--- src/acd_clk_div_map.vh ---
`ifndef ACD_CLK_DIV_MAP_VH
`define ACD_CLK_DIV_MAP_VH

// ----------------------------------------------------------------
// register addresses
// ----------------------------------------------------------------
`define ACD_ADDR_MAIN_ADC      8'h3a
`define ACD_ADDR_DAC_HIGH      8'h3b
`define ACD_ADDR_PRI_LOW       8'h3c
`define ACD_ADDR_SEC_LOW       8'h3d

// ----------------------------------------------------------------
// reset values
// ----------------------------------------------------------------
`define ACD_RST_MAIN_ADC       8'h04
`define ACD_RST_DAC_HIGH       8'h00
`define ACD_RST_PRI_LOW        8'h01
`define ACD_RST_SEC_LOW        8'h01
`define ACD_RDATA_NONE         8'h00

// ----------------------------------------------------------------
// field positions
// ----------------------------------------------------------------
`define ACD_MAIN_HI            7
`define ACD_MAIN_LO            2
`define ACD_ADC_HI             1
`define ACD_ADC_LO             0
`define ACD_DAC_HI             5
`define ACD_DAC_LO             4
`define ACD_PRI_HIGH_BIT       2
`define ACD_SEC_HIGH_BIT       1
`define ACD_DAC_HIGH_MASK      8'h36

// ----------------------------------------------------------------
// ratio encodings
// ----------------------------------------------------------------
`define ACD_RATIO_W            10
`define ACD_MOD_CODE_DIV1      2'h0
`define ACD_MOD_CODE_DIV2      2'h1
`define ACD_MOD_CODE_DIV4      2'h2
`define ACD_MOD_CODE_RSVD      2'h3
`define ACD_RATIO_1            10'h001
`define ACD_RATIO_2            10'h002
`define ACD_RATIO_4            10'h004
`define ACD_RATIO_MAIN_ZERO    10'h040
`define ACD_RATIO_BCLK_ZERO    10'h200
`define ACD_MAIN_CODE_ZERO     6'h00
`define ACD_BCLK_CODE_ZERO     9'h000

`endif

--- src/acd_div_core.v ---
`timescale 1ns/1ps
`default_nettype none

// ----------------------------------------------------------------
// integer divider, ratio one upward
// ----------------------------------------------------------------
module acd_div_core #(
   parameter RW = 10
) (
   input  wire          clk_i,
   input  wire          rst_i,
   input  wire          en_i,
   input  wire [RW-1:0] ratio_i,
   output reg           clk_o,
   output reg           tick_o
);

   reg  [RW-1:0] cnt_ff;
   reg  [RW-1:0] nxt_cnt;
   wire [RW-1:0] ratio_m1;
   wire [RW-1:0] high_len;
   wire          last;

   assign ratio_m1 = ratio_i - {{(RW-1){1'b0}}, 1'b1};
   // high phase is the ceiling half, so odd ratios stay near even duty
   assign high_len = ratio_i - (ratio_i >> 1);
   // a ratio lowered mid-period wraps at once instead of overrunning
   assign last     = (cnt_ff >= ratio_m1);

   always @*
   begin
      if (last)
         nxt_cnt = {RW{1'b0}};
      else
         nxt_cnt = cnt_ff + {{(RW-1){1'b0}}, 1'b1};
   end

   always @(posedge clk_i)
   begin
      if (rst_i || !en_i)
      begin
         cnt_ff <= {RW{1'b0}};
         clk_o  <= 1'b0;
         tick_o <= 1'b0;
      end
      else
      begin
         cnt_ff <= nxt_cnt;
         clk_o  <= (nxt_cnt < high_len);
         tick_o <= last;
      end
   end

endmodule

`default_nettype wire

--- src/acd_clk_div_cfg.v ---
// Function
// - main ratio code zero divides by 64, codes 1-63 divide by themselves
// - adc modulator ratio in bits 1-0: codes 0,1,2 divide by 1,2,4
// - dac modulator ratio in bits 5-4: codes 0,1,2 divide by 1,2,4
// - with auto detection on, register dividers are ignored
// - bit 2 of second register is primary bit-clock ratio top bit
// - bit 1 of second register is secondary bit-clock ratio top bit
// - bit-clock code zero divides by 512, others by their value
// - reserved bits read zero; host writes only zero there
// - split ratio is top bit concatenated above the low byte
// - primary bit-clock divider runs only while its enable is set
`timescale 1ns/1ps
`default_nettype none
`include "acd_clk_div_map.vh"

module acd_clk_div_cfg #(
   parameter RW = `ACD_RATIO_W
) (
   input  wire          clk_i,
   input  wire          rst_i,
   input  wire [7:0]    reg_addr_i,
   input  wire [7:0]    reg_wdata_i,
   input  wire          reg_wr_i,
   input  wire          reg_rd_i,
   output reg  [7:0]    reg_rdata_o,
   output reg           reg_rvalid_o,
   input  wire          auto_detect_en_i,
   input  wire [RW-1:0] auto_main_ratio_i,
   input  wire [RW-1:0] auto_adc_ratio_i,
   input  wire [RW-1:0] auto_dac_ratio_i,
   input  wire [RW-1:0] auto_primary_ratio_i,
   input  wire [RW-1:0] auto_secondary_ratio_i,
   input  wire          main_ratio_enable_i,
   input  wire          adc_modulator_enable_i,
   input  wire          dac_modulator_enable_i,
   input  wire          primary_bitclk_ratio_enable_i,
   input  wire          secondary_bitclk_ratio_enable_i,
   output wire          main_clk_o,
   output wire          main_tick_o,
   output wire          adc_mod_clk_o,
   output wire          adc_mod_tick_o,
   output wire          dac_mod_clk_o,
   output wire          dac_mod_tick_o,
   output wire          primary_bitclk_o,
   output wire          primary_bitclk_tick_o,
   output wire          secondary_bitclk_o,
   output wire          secondary_bitclk_tick_o,
   output reg           reserved_code_o
);

   // ----------------------------------------------------------------
   // decode functions
   // ----------------------------------------------------------------
   function [RW-1:0] mod_ratio;
      input [1:0] code;
      begin
         case (code)
            `ACD_MOD_CODE_DIV1: mod_ratio = `ACD_RATIO_1;
            `ACD_MOD_CODE_DIV2: mod_ratio = `ACD_RATIO_2;
            `ACD_MOD_CODE_DIV4: mod_ratio = `ACD_RATIO_4;
            // reserved code falls back to the divide-by-one bypass, the fastest ratio
            default:            mod_ratio = `ACD_RATIO_1;
         endcase
      end
   endfunction

   function is_rsvd_code;
      input [1:0] code;
      begin
         is_rsvd_code = (code == `ACD_MOD_CODE_RSVD);
      end
   endfunction

   function [RW-1:0] main_ratio;
      input [5:0] code;
      begin
         if (code == `ACD_MAIN_CODE_ZERO)
            main_ratio = `ACD_RATIO_MAIN_ZERO;
         else
            main_ratio = {{(RW-6){1'b0}}, code};
      end
   endfunction

   function [RW-1:0] bclk_ratio;
      input       high;
      input [7:0] low;
      reg   [8:0] code;
      begin
         code = {high, low};
         if (code == `ACD_BCLK_CODE_ZERO)
            bclk_ratio = `ACD_RATIO_BCLK_ZERO;
         else
            bclk_ratio = {{(RW-9){1'b0}}, code};
      end
   endfunction

   // ----------------------------------------------------------------
   // configuration registers
   // ----------------------------------------------------------------
   reg  [7:0] main_adc_ff;
   reg  [7:0] dac_high_ff;
   reg  [7:0] pri_low_ff;
   reg  [7:0] sec_low_ff;
   reg  [7:0] nxt_rdata;

   wire [5:0] main_ratio_divider;
   wire [1:0] adc_modulator_ratio;
   wire [1:0] dac_modulator_ratio;
   wire       primary_bitclk_ratio_high;
   wire       secondary_bitclk_ratio_high;

   assign main_ratio_divider  = main_adc_ff[`ACD_MAIN_HI:`ACD_MAIN_LO];
   assign adc_modulator_ratio = main_adc_ff[`ACD_ADC_HI:`ACD_ADC_LO];
   assign dac_modulator_ratio = dac_high_ff[`ACD_DAC_HI:`ACD_DAC_LO];
   assign primary_bitclk_ratio_high   = dac_high_ff[`ACD_PRI_HIGH_BIT];
   assign secondary_bitclk_ratio_high = dac_high_ff[`ACD_SEC_HIGH_BIT];

   // ----------------------------------------------------------------
   // write port
   // ----------------------------------------------------------------
   always @(posedge clk_i)
   begin
      if (rst_i)
      begin
         main_adc_ff <= `ACD_RST_MAIN_ADC;
         dac_high_ff <= `ACD_RST_DAC_HIGH;
         pri_low_ff  <= `ACD_RST_PRI_LOW;
         sec_low_ff  <= `ACD_RST_SEC_LOW;
      end
      else if (reg_wr_i)
      begin
         case (reg_addr_i)
            `ACD_ADDR_MAIN_ADC:
               main_adc_ff <= reg_wdata_i;
            `ACD_ADDR_DAC_HIGH:
               // reserved positions never store, so they read zero
               dac_high_ff <= reg_wdata_i & `ACD_DAC_HIGH_MASK;
            `ACD_ADDR_PRI_LOW:
               pri_low_ff  <= reg_wdata_i;
            `ACD_ADDR_SEC_LOW:
               sec_low_ff  <= reg_wdata_i;
            default:
               main_adc_ff <= main_adc_ff;
         endcase
      end
   end

   // ----------------------------------------------------------------
   // read port
   // ----------------------------------------------------------------
   always @*
   begin
      case (reg_addr_i)
         `ACD_ADDR_MAIN_ADC: nxt_rdata = main_adc_ff;
         `ACD_ADDR_DAC_HIGH: nxt_rdata = dac_high_ff;
         `ACD_ADDR_PRI_LOW:  nxt_rdata = pri_low_ff;
         `ACD_ADDR_SEC_LOW:  nxt_rdata = sec_low_ff;
         default:            nxt_rdata = `ACD_RDATA_NONE;
      endcase
   end

   // ----------------------------------------------------------------
   // read data register
   // ----------------------------------------------------------------
   always @(posedge clk_i)
   begin
      if (rst_i)
      begin
         reg_rdata_o  <= `ACD_RDATA_NONE;
         reg_rvalid_o <= 1'b0;
      end
      else
      begin
         reg_rvalid_o <= reg_rd_i;
         if (reg_rd_i)
            reg_rdata_o <= nxt_rdata;
      end
   end

   // ----------------------------------------------------------------
   // ratio selection
   // ----------------------------------------------------------------
   wire [RW-1:0] cfg_main;
   wire [RW-1:0] cfg_adc;
   wire [RW-1:0] cfg_dac;
   wire [RW-1:0] cfg_pri;
   wire [RW-1:0] cfg_sec;
   reg  [RW-1:0] eff_main;
   reg  [RW-1:0] eff_adc;
   reg  [RW-1:0] eff_dac;
   reg  [RW-1:0] eff_pri;
   reg  [RW-1:0] eff_sec;

   assign cfg_main = main_ratio(main_ratio_divider);
   assign cfg_adc  = mod_ratio(adc_modulator_ratio);
   assign cfg_dac  = mod_ratio(dac_modulator_ratio);
   assign cfg_pri  = bclk_ratio(primary_bitclk_ratio_high, pri_low_ff);
   assign cfg_sec  = bclk_ratio(secondary_bitclk_ratio_high, sec_low_ff);

   // ----------------------------------------------------------------
   // effective ratios
   // ----------------------------------------------------------------
   always @*
   begin
      if (auto_detect_en_i)
      begin
         // detection owns every ratio; stored values are don't-care
         eff_main = auto_main_ratio_i;
         eff_adc  = auto_adc_ratio_i;
         eff_dac  = auto_dac_ratio_i;
         eff_pri  = auto_primary_ratio_i;
         eff_sec  = auto_secondary_ratio_i;
      end
      else
      begin
         eff_main = cfg_main;
         eff_adc  = cfg_adc;
         eff_dac  = cfg_dac;
         eff_pri  = cfg_pri;
         eff_sec  = cfg_sec;
      end
   end

   // ----------------------------------------------------------------
   // reserved code flag
   // ----------------------------------------------------------------
   reg nxt_rsvd;

   // flagged only when applied; under detection the codes are unused
   always @*
   begin
      nxt_rsvd = !auto_detect_en_i &&
         (is_rsvd_code(adc_modulator_ratio) ||
          is_rsvd_code(dac_modulator_ratio));
   end

   always @(posedge clk_i)
   begin
      if (rst_i)
         reserved_code_o <= 1'b0;
      else
         reserved_code_o <= nxt_rsvd;
   end

   // ----------------------------------------------------------------
   // dividers
   // ----------------------------------------------------------------
   acd_div_core #(
      .RW (RW)
   ) u_main_div (
      .clk_i   (clk_i),
      .rst_i   (rst_i),
      .en_i    (main_ratio_enable_i),
      .ratio_i (eff_main),
      .clk_o   (main_clk_o),
      .tick_o  (main_tick_o)
   );

   acd_div_core #(
      .RW (RW)
   ) u_adc_div (
      .clk_i   (clk_i),
      .rst_i   (rst_i),
      .en_i    (adc_modulator_enable_i),
      .ratio_i (eff_adc),
      .clk_o   (adc_mod_clk_o),
      .tick_o  (adc_mod_tick_o)
   );

   acd_div_core #(
      .RW (RW)
   ) u_dac_div (
      .clk_i   (clk_i),
      .rst_i   (rst_i),
      .en_i    (dac_modulator_enable_i),
      .ratio_i (eff_dac),
      .clk_o   (dac_mod_clk_o),
      .tick_o  (dac_mod_tick_o)
   );

   // held at zero count while disabled
   acd_div_core #(
      .RW (RW)
   ) u_pri_div (
      .clk_i   (clk_i),
      .rst_i   (rst_i),
      .en_i    (primary_bitclk_ratio_enable_i),
      .ratio_i (eff_pri),
      .clk_o   (primary_bitclk_o),
      .tick_o  (primary_bitclk_tick_o)
   );

   acd_div_core #(
      .RW (RW)
   ) u_sec_div (
      .clk_i   (clk_i),
      .rst_i   (rst_i),
      .en_i    (secondary_bitclk_ratio_enable_i),
      .ratio_i (eff_sec),
      .clk_o   (secondary_bitclk_o),
      .tick_o  (secondary_bitclk_tick_o)
   );

endmodule

`default_nettype wire

--- config.mk ---
export PLATFORM = sky130hd
export DESIGN_NAME = acd_clk_div_cfg
export DESIGN_NICKNAME = d
export VERILOG_FILES = /design/src/acd_div_core.v /design/src/acd_clk_div_cfg.v
export VERILOG_INCLUDE_DIRS = /design/src /design/src/src
export SDC_FILE = /design/constraint.sdc
export NUM_CORES = 1
export LEC_CHECK = 0
export BUFFER_PORTS_ARGS = -buffer_cell sky130_fd_sc_hd__buf_2
export CAP_MARGIN = 20
export CORE_ASPECT_RATIO = 0.8
export CORE_MARGIN = 2
export CORE_UTILIZATION = 40
export CTS_CLUSTER_SIZE = 40
export DETAILED_ROUTE_END_ITERATION = 10
export GPL_TIMING_DRIVEN = 0
export HOLD_SLACK_MARGIN = 0.08
export PLACE_DENSITY = 0.65
export SYNTH_ARGS = -nofsm -noshare
export SYNTH_HDL_FRONTEND = slang
export SYNTH_SLANG_ARGS = --single-unit
export TNS_END_PERCENT = 30
--- constraint.sdc ---
create_clock -name clk_i -period 6 [get_ports clk_i]
set_input_delay 0.6 -clock clk_i [delete_from_list [all_inputs] [get_ports clk_i]]
set_output_delay 0.6 -clock clk_i [all_outputs]
set_load 0.01 [all_outputs]
==> results of run 1 <==
## worst paths after layout
| check | end | slack, ns | cells past startpoint |
|---|---|---|---|
| min reg2reg | reg_rdata_o[6]$_SDFFE_PP0P_ | 0.48 | 1 |
| max | u_pri_div.clk_o$_SDFF_PP0_ | 0.50 | 23 |
| min | reg_rdata_o[6]$_SDFFE_PP0P_ | 0.48 | 1 |
| max reg2reg | u_adc_div.clk_o$_SDFF_PP0_ | 1.32 | 20 |
## cell type report
class | instances | area (um2) | area share [%]
Clock inverter | 5 | 46.3 | 0.419
Buffer | 29 | 125 | 1.13
Sequential cell | 98 | 1960 | 17.7
Inverter | 75 | 282 | 2.55
Clock buffer | 11 | 253 | 2.29
Multi-Input combinational cell | 985 | 7510 | 68.0
Timing Repair Buffer | 93 | 475 | 4.30
Tap cell | 318 | 398 | 3.60
## layer usage
metal | part of all wire, % | GRT usage (%)
met1 | 51 | 28.6
met4 | 1.2 | 4.19
met5 | 0 | 0
met3 | 5.0 | 3.40
met2 | 43 | 30.7
## flip-flops by register name, summed over array words and instances (netlist names), 4 cells and up
register,cells
u_adc_div.cnt_ff,10
u_dac_div.cnt_ff,10
u_main_div.cnt_ff,10
u_pri_div.cnt_ff,10
u_sec_div.cnt_ff,10
main_adc_ff,8
pri_low_ff,8
reg_rdata_o,8
sec_low_ff,8
dac_high_ff,4
## synthesized netlist by cell type, drive strengths merged (14+ instances only)
cell	number	area [um2]
inv	75	282
nor3	56	280
a21oi	60	308
nor2b	28	175
dfxtp	98	1960
o21ai	54	270
nand2b	14	87.6
nand4	19	119
a21o	22	165
nand2	84	315
xnor2	59	517
ha	203	2540
mux2i	50	500
nor2	111	419
xor2	53	464
clkbuf	19	71.3
nand3	35	175
## critical path: stages
cell	delay (ns)
sky130_fd_sc_hd__buf_2	0.27
sky130_fd_sc_hd__buf_2	0.40
sky130_fd_sc_hd__buf_2	0.39
sky130_fd_sc_hd__mux2i_1	0.54
sky130_fd_sc_hd__ha_1	0.24
sky130_fd_sc_hd__inv_1	0.05
sky130_fd_sc_hd__o211ai_1	0.30
sky130_fd_sc_hd__nand2_1	0.13
sky130_fd_sc_hd__nand2_1	0.10
sky130_fd_sc_hd__xnor2_1	0.13
sky130_fd_sc_hd__ha_1	0.28
sky130_fd_sc_hd__a21o_1	0.18
sky130_fd_sc_hd__a21o_1	0.16
sky130_fd_sc_hd__a21oi_1	0.26
sky130_fd_sc_hd__o21ai_2	0.20
sky130_fd_sc_hd__clkbuf_1	0.26
sky130_fd_sc_hd__nor2_1	0.16
sky130_fd_sc_hd__ha_1	0.26
sky130_fd_sc_hd__a21o_1	0.19
sky130_fd_sc_hd__a21o_1	0.17
sky130_fd_sc_hd__a21oi_1	0.13
sky130_fd_sc_hd__o2111ai_1	0.14
sky130_fd_sc_hd__a41oi_1	0.22
## cells in the final DEF (no fill, tap or decap), drive strengths merged, types with 5 or more instances in the layout
cell type  instances
ha               203
nor2             111
buf              103
dfxtp             98
nand2             84
inv               77
a21oi             60
xnor2             59
nor3              56
o21ai             54
xor2              53
mux2i             50
nand3             35
clkbuf            30
nor2b             28
a21o              22
nand4             19
nand2b            14
nor4              13
o21a              11
a22o               8
a221oi             7
and3               7
o21bai             6
o211a              5
and4               5
fa                 5
## power groups by stage
stage	registers [uW]	clock network [uW]	logic (uW)
5_1_grt	665	640	659
2_1_floorplan	678	0	425
4_1_cts	664	614	579
3_3_place_gp	679	0	560
3_5_place_dp	679	0	575
6_report	664	601	580
## metrics by stage
| step | instance area (um2) | hold WS (ns) | utilization [%] | worst slack [ns] | cells |
|---|---|---|---|---|---|
| final | 11100 | 0.479 | 45.5 | 0.504 | 1614 |
| after floorplan | 9870 | 0.471 | - | 1.19 | 1187 |
| after global routing | 11100 | 0.498 | 45.5 | 0.0772 | 1614 |
| after global placement | 10700 | 0.461 | 44.1 | 0.0279 | 1597 |
| after detailed placement | 10700 | 0.461 | 44.2 | 0.0136 | 1598 |
| after CTS | 11000 | 0.478 | 45.4 | 0.388 | 1614 |
## cell families (layout without fill, tap and decap cells)
group	count (synthesis)	after routing
AND/OR/NAND/NOR	398	398
AO/OA/AOI/OAI	216	216
multiplexers	51	51
adder cells (fa/ha/maj)	208	208
buffers and inverters	104	213
flip-flops	98	98
XOR/XNOR	112	112
## timing repair
item,in CTS,in global routing
hold buffers,0,0
setup endpoints to repair,0,2
gates resized for setup,0,2
==> metrics.log, run 1 <==
INFO  metric run_status = completed
INFO  metric timing.clock.skew = 0.0115 ns
INFO  metric synth_edf_count = 0
INFO  metric dieHeight = 145 um
INFO  metric synth_xor_area_share = about a tenth
INFO  metric power_density = 167 mW/mm2
INFO  metric worstSkewPairLatency = ~0.37 ns
INFO  metric synthCells = 1187
INFO  metric hold_start = reg_rdata_o[6]$_SDFFE_PP0P_
INFO  metric crit_fanout = 10
INFO  metric power = 1850 uW
INFO  metric vdd_ir_drop_max = between 0.00015 and 0.0002 V
INFO  metric drt_pass1_iterations = 5
INFO  metric numPortBuffers = 92
INFO  metric initial_core_utilization = 40.6%
INFO  metric clk_transition_reported_paths = 0.08 ns
INFO  metric antennaDiodeCount = 0
INFO  metric placeableCoreArea = 0.0243 mm2
INFO  metric clock-sinks = between 90 and 100
INFO  metric netlist_area = 0.00987 mm2
INFO  metric first_global_vias = 7971
INFO  metric cts-buffers-inserted = 9
INFO  metric vias = 8633
INFO  metric rsz_0062_raised_after_global_routing = no
INFO  metric globalRouteTotalUtil = between 10% and 20%
INFO  metric relSlewSlack = 47.5%
INFO  metric pin_count = 96
INFO  metric ys_async_sr_fraction = 0%
INFO  metric power.share.clock = 32.6%
INFO  metric postRouteAntennaNets = 0
INFO  metric routed_via_density = 5.35
INFO  metric layout.nets = 1575
INFO  metric dr.first_iter.drc_count = 470
INFO  metric finalWeightedCongestion = roughly 0.85
INFO  metric ys_ff_latch = between 90 and 100
INFO  metric post_syn_area_per_cell = roughly 8.3 um2
INFO  metric fin_crit_sh = 91.6%
INFO  metric antenna_found_initial = 0
INFO  metric hold_path.class = flop to flop
INFO  metric source_of_the_worst_register_to_register_timing_path = main_adc_ff[0]$_SDFFE_PP0P_
INFO  metric finalHoldViolCount = 0
INFO  metric combinational_family_with_the_most_area_after_synthesis = adder cells
INFO  metric synth_fp_nets = 1471
INFO  metric timing.max_cap.violations = 0
INFO  metric drt_drc_violations_left = 0
INFO  metric worst-slew-pin-transition = 0.788 ns
INFO  metric grt_pass1_wl = 41100 um
INFO  metric clockRootBuffer = sky130_fd_sc_hd__clkbuf_16
INFO  metric cts_setup_buffers = 0
INFO  metric post_route_cells_drive_above_1_share = 10.3%
INFO  metric synth.distinct_cells = 70
INFO  metric synthMuxAreaShare = 5.18%
INFO  metric setup.worst_path.start = auto_detect_en_i
INFO  metric crit_type = primary input to flop
INFO  metric gr-total-overflow = 0
INFO  metric synth_flop_cell = sky130_fd_sc_hd__dfxtp_1
INFO  metric tritoncts_clock_tree = done
INFO  metric pins_over_their_slew_limit = 0
INFO  metric cp.arrival = 5.78 ns
INFO  metric worst-endpoint-required = 6.28 ns
INFO  metric avgRoutedWirePerCell = 15.9 um
INFO  metric arithmetic_cell_share_of_the_synthesized_area_counting_full_adders_half_adders_and_majority_gates = between 20% and 30%
INFO  metric net_load_switching_power = around 630 uW
INFO  metric power.internal = 1220 uW
INFO  metric max_freq = 182 MHz
INFO  metric synth_compound_area_share = 14.4%
INFO  metric totalWireLength = 25600 um
INFO  metric cp_launch_type = primary input
INFO  metric p_seq_share = 36.0%
INFO  metric post-dp-hpwl = 21000 um
INFO  metric htree_num_levels = 3
INFO  metric timing.critical_path.to_type = flop
INFO  metric yosys_warnings = 0
INFO  metric ctsLongestPathBuffers = 2
INFO  metric power_leakage = between 0.005 and 0.006 uW
INFO  metric power.share.switching = 34.1%
INFO  metric synth_simple_gate_area_share = about a fifth
INFO  metric die-area = about 0.026 mm2
INFO  metric filler_cell_count = 2403
INFO  metric combinationalPowerShare = 31.4%
INFO  metric grt_start_max_net_pins = 18
INFO  metric fin_tns_setup = 0 ns
INFO  metric area_growth_syn_to_layout = 11.9%
INFO  metric die_w = 180 um
INFO  metric setup-violations-final = 0
INFO  metric timing.final.crit_period = 5.50 ns
INFO  metric std_cell_rows = 51
INFO  metric ys_seq_area_share = between 10% and 20%
(Power assumes the default switching activity.)
==> run 2: changes to the inputs <==
==> constraint.sdc (replaced) <==
create_clock -name clk_i -period 6 [get_ports clk_i]
set_input_delay 1.2 -clock clk_i [delete_from_list [all_inputs] [get_ports clk_i]]
set_output_delay 1.2 -clock clk_i [all_outputs]
set_load 0.01 [all_outputs]
==> metrics.log, run 2 (synthesis gave the netlist of run 1 again) <==
INFO  metric run_status = completed
INFO  metric most-common-layout-cells = 203 x sky130_fd_sc_hd__ha_1, 110 x sky130_fd_sc_hd__nor2_1, 98 x sky130_fd_sc_hd__dfxtp_1, 97 x sky130_fd_sc_hd__buf_2, 84 x sky130_fd_sc_hd__nand2_1
INFO  metric placed_area = 0.0107 mm2
INFO  metric antenna_found_initial = 0
INFO  metric avgRoutedWirePerCell = 15.9 um
INFO  metric std_cell_rows = between 50 and 60
INFO  metric timing.final.crit_period = 5.69 ns
INFO  metric tritoncts_clock_tree = done
INFO  metric relSlewSlack = 46.1%
INFO  metric die-area = 0.0260 mm2
INFO  metric top_signal_layer_used = met4
INFO  metric drt_pass1_iterations = 5
INFO  metric dieHeight = between 100 and 150 um
INFO  metric postRouteAntennaNets = 0
INFO  metric vias = 8639
INFO  metric totalWireLength = around 26000 um
INFO  metric worst-endpoint-required = 6.29 ns
INFO  metric clk_transition_reported_paths = around 0.070 ns
INFO  metric initial_core_utilization = 40.6%
INFO  metric post-dp-hpwl = between 20000 and 25000 um
INFO  metric antennaDiodeCount = 0
INFO  metric hold_path.class = flop to flop
INFO  metric cp.arrival = 5.98 ns
INFO  metric clockRootBuffer = sky130_fd_sc_hd__clkbuf_16
INFO  metric first_global_vias = 7977
INFO  metric post_route_cells_drive_above_1_share = between 10% and 20%
INFO  metric power_density = 166 mW/mm2
INFO  metric power_leakage = around 0.0055 uW
INFO  metric grt_start_max_net_pins = 18
INFO  metric fin_crit_sh = 94.8%
INFO  metric max_freq = 176 MHz
INFO  metric worst-slew-pin-transition = ~0.8 ns
INFO  metric postCtsHoldBufs = 0
INFO  metric fin_tns_setup = 0 ns
INFO  metric gr-total-overflow = 0
INFO  metric cts-buffers-inserted = 9
INFO  metric clock-sinks = 98
INFO  metric ctsLongestPathBuffers = 2
INFO  metric pins_over_their_slew_limit = 0
INFO  metric layout.nets = 1575
INFO  metric mostFrequentLayoutCell = sky130_fd_sc_hd__ha_1
INFO  metric globalRouteTotalUtil = 19.8%
INFO  metric place.detailed.instances = 1598
INFO  metric grt_pass1_wl = 41100 um
INFO  metric crit_fanout = 10
INFO  metric detailroute.wirelength.met2 = 10900 um
INFO  metric setup-violations-final = 0
INFO  metric timing.max_cap.violations = 0
INFO  metric dr.first_iter.drc_count = 506
INFO  metric rsz_0062_raised_after_global_routing = yes
INFO  metric hold-worst-slack = 0.479 ns
INFO  metric finalInstanceArea = approximately 0.011 mm2
INFO  metric timing.clock.skew = between 0.01 and 0.015 ns
INFO  metric drt_drc_violations_left = 0
INFO  metric timing.critical_path.to_type = flop
INFO  metric cp_launch_type = primary input
INFO  metric htree_num_levels = 3
INFO  metric numPortBuffers = 92
INFO  metric routed_via_density = 5.35
INFO  metric die_w = ~180 um
INFO  metric wl_met1 = between 10000 and 15000 um
INFO  metric pin_count = 96
INFO  metric area_growth_syn_to_layout = 12.6%
INFO  metric vdd_ir_drop_max = 0.000153 V
INFO  metric detailroute.wirelength.met3 = around 1400 um
INFO  metric filler_cell_count = ~2400
INFO  metric fin_cells = 1614
INFO  metric finalHoldViolCount = 0
INFO  metric finalWeightedCongestion = 0.855
INFO  metric crit_type = primary input to flop
INFO  metric placeableCoreArea = 0.0243 mm2
INFO  metric worstSkewPairLatency = 0.37 ns
==> run 2: cell types whose count changed in the layout (fill, tap and decap cells not counted), sizes merged <==
cell    change
buf         -1
clkbuf      +1
==> run 2: final timing paths <==
check | slack (ns) | from | cells after the start | endpoint
setup reg to reg | 1.32 | main_adc_ff[0]$_SDFFE_PP0P_ | 20 | u_adc_div.clk_o$_SDFF_PP0_
setup / recovery | 0.31 | auto_detect_en_i | 19 | u_main_div.clk_o$_SDFF_PP0_
hold / removal | 0.48 | reg_rdata_o[5]$_SDFFE_PP0P_ | 1 | reg_rdata_o[5]$_SDFFE_PP0P_
hold reg to reg | 0.48 | reg_rdata_o[5]$_SDFFE_PP0P_ | 1 | reg_rdata_o[5]$_SDFFE_PP0P_
==> run 2: layout make-up <==
type / count / area, um2 / share of cell area (%)
Buffer: 29 / 133 / 1.19
Clock buffer: 11 / 253 / 2.27
Tap cell: 318 / 398 / 3.58
Inverter: 75 / 282 / 2.53
Clock inverter: 5 / 46.3 / 0.416
Multi-Input combinational cell: 985 / 7570 / 68.1
Timing Repair Buffer: 93 / 475 / 4.27
Sequential cell: 98 / 1960 / 17.6
==> run 2: where the power goes <==
part	switching (uW)	leakage, uW	internal [uW]	total, uW
registers	7.48	0.000792	656	664
clock network	289	0.000148	311	600
logic	334	0.00452	252	586
total	630	0.00546	1220	1850
==> run 2: critical path: stages <==
cell and delay, ns:
sky130_fd_sc_hd__buf_2 0.28, sky130_fd_sc_hd__buf_2 0.43, sky130_fd_sc_hd__mux2i_2 0.48, sky130_fd_sc_hd__ha_1 0.22, sky130_fd_sc_hd__inv_1 0.04, sky130_fd_sc_hd__o21ai_0 0.31
sky130_fd_sc_hd__xnor2_1 0.17, sky130_fd_sc_hd__ha_1 0.27, sky130_fd_sc_hd__o211a_1 0.21, sky130_fd_sc_hd__a221oi_1 0.44, sky130_fd_sc_hd__o21ai_0 0.27, sky130_fd_sc_hd__clkbuf_1 0.26
sky130_fd_sc_hd__nor3_1 0.26, sky130_fd_sc_hd__ha_1 0.28, sky130_fd_sc_hd__a21o_1 0.16, sky130_fd_sc_hd__a21o_1 0.18, sky130_fd_sc_hd__a21oi_1 0.17, sky130_fd_sc_hd__o2111a_1 0.18
sky130_fd_sc_hd__o41a_1 0.16
==> run 2: metrics by stage <==
step	total power [uW]	utilization (%)	worst slack, ns
floorplan	1100	-	0.586
global placement	1240	44.1	-0.572
detailed placement	1250	44.2	-0.586
CTS	1860	45.5	0.00196
global route	1970	45.7	-0.0277
finish	1850	45.7	0.311
==> run 2: repair_timing <==
action                     4_1_cts  5_1_grt
resized for setup                4       17
buffers inserted                 0        0
cloned                           0        0
setup endpoints to repair        2        5
==> run 2: per-layer routing <==
metal  global-route usage, %  up-vias
li1                        -     4433
met1                    28.6     3992
met2                    30.7      200
met3                    3.40       14
met4                    4.19        0
met5                       0        -
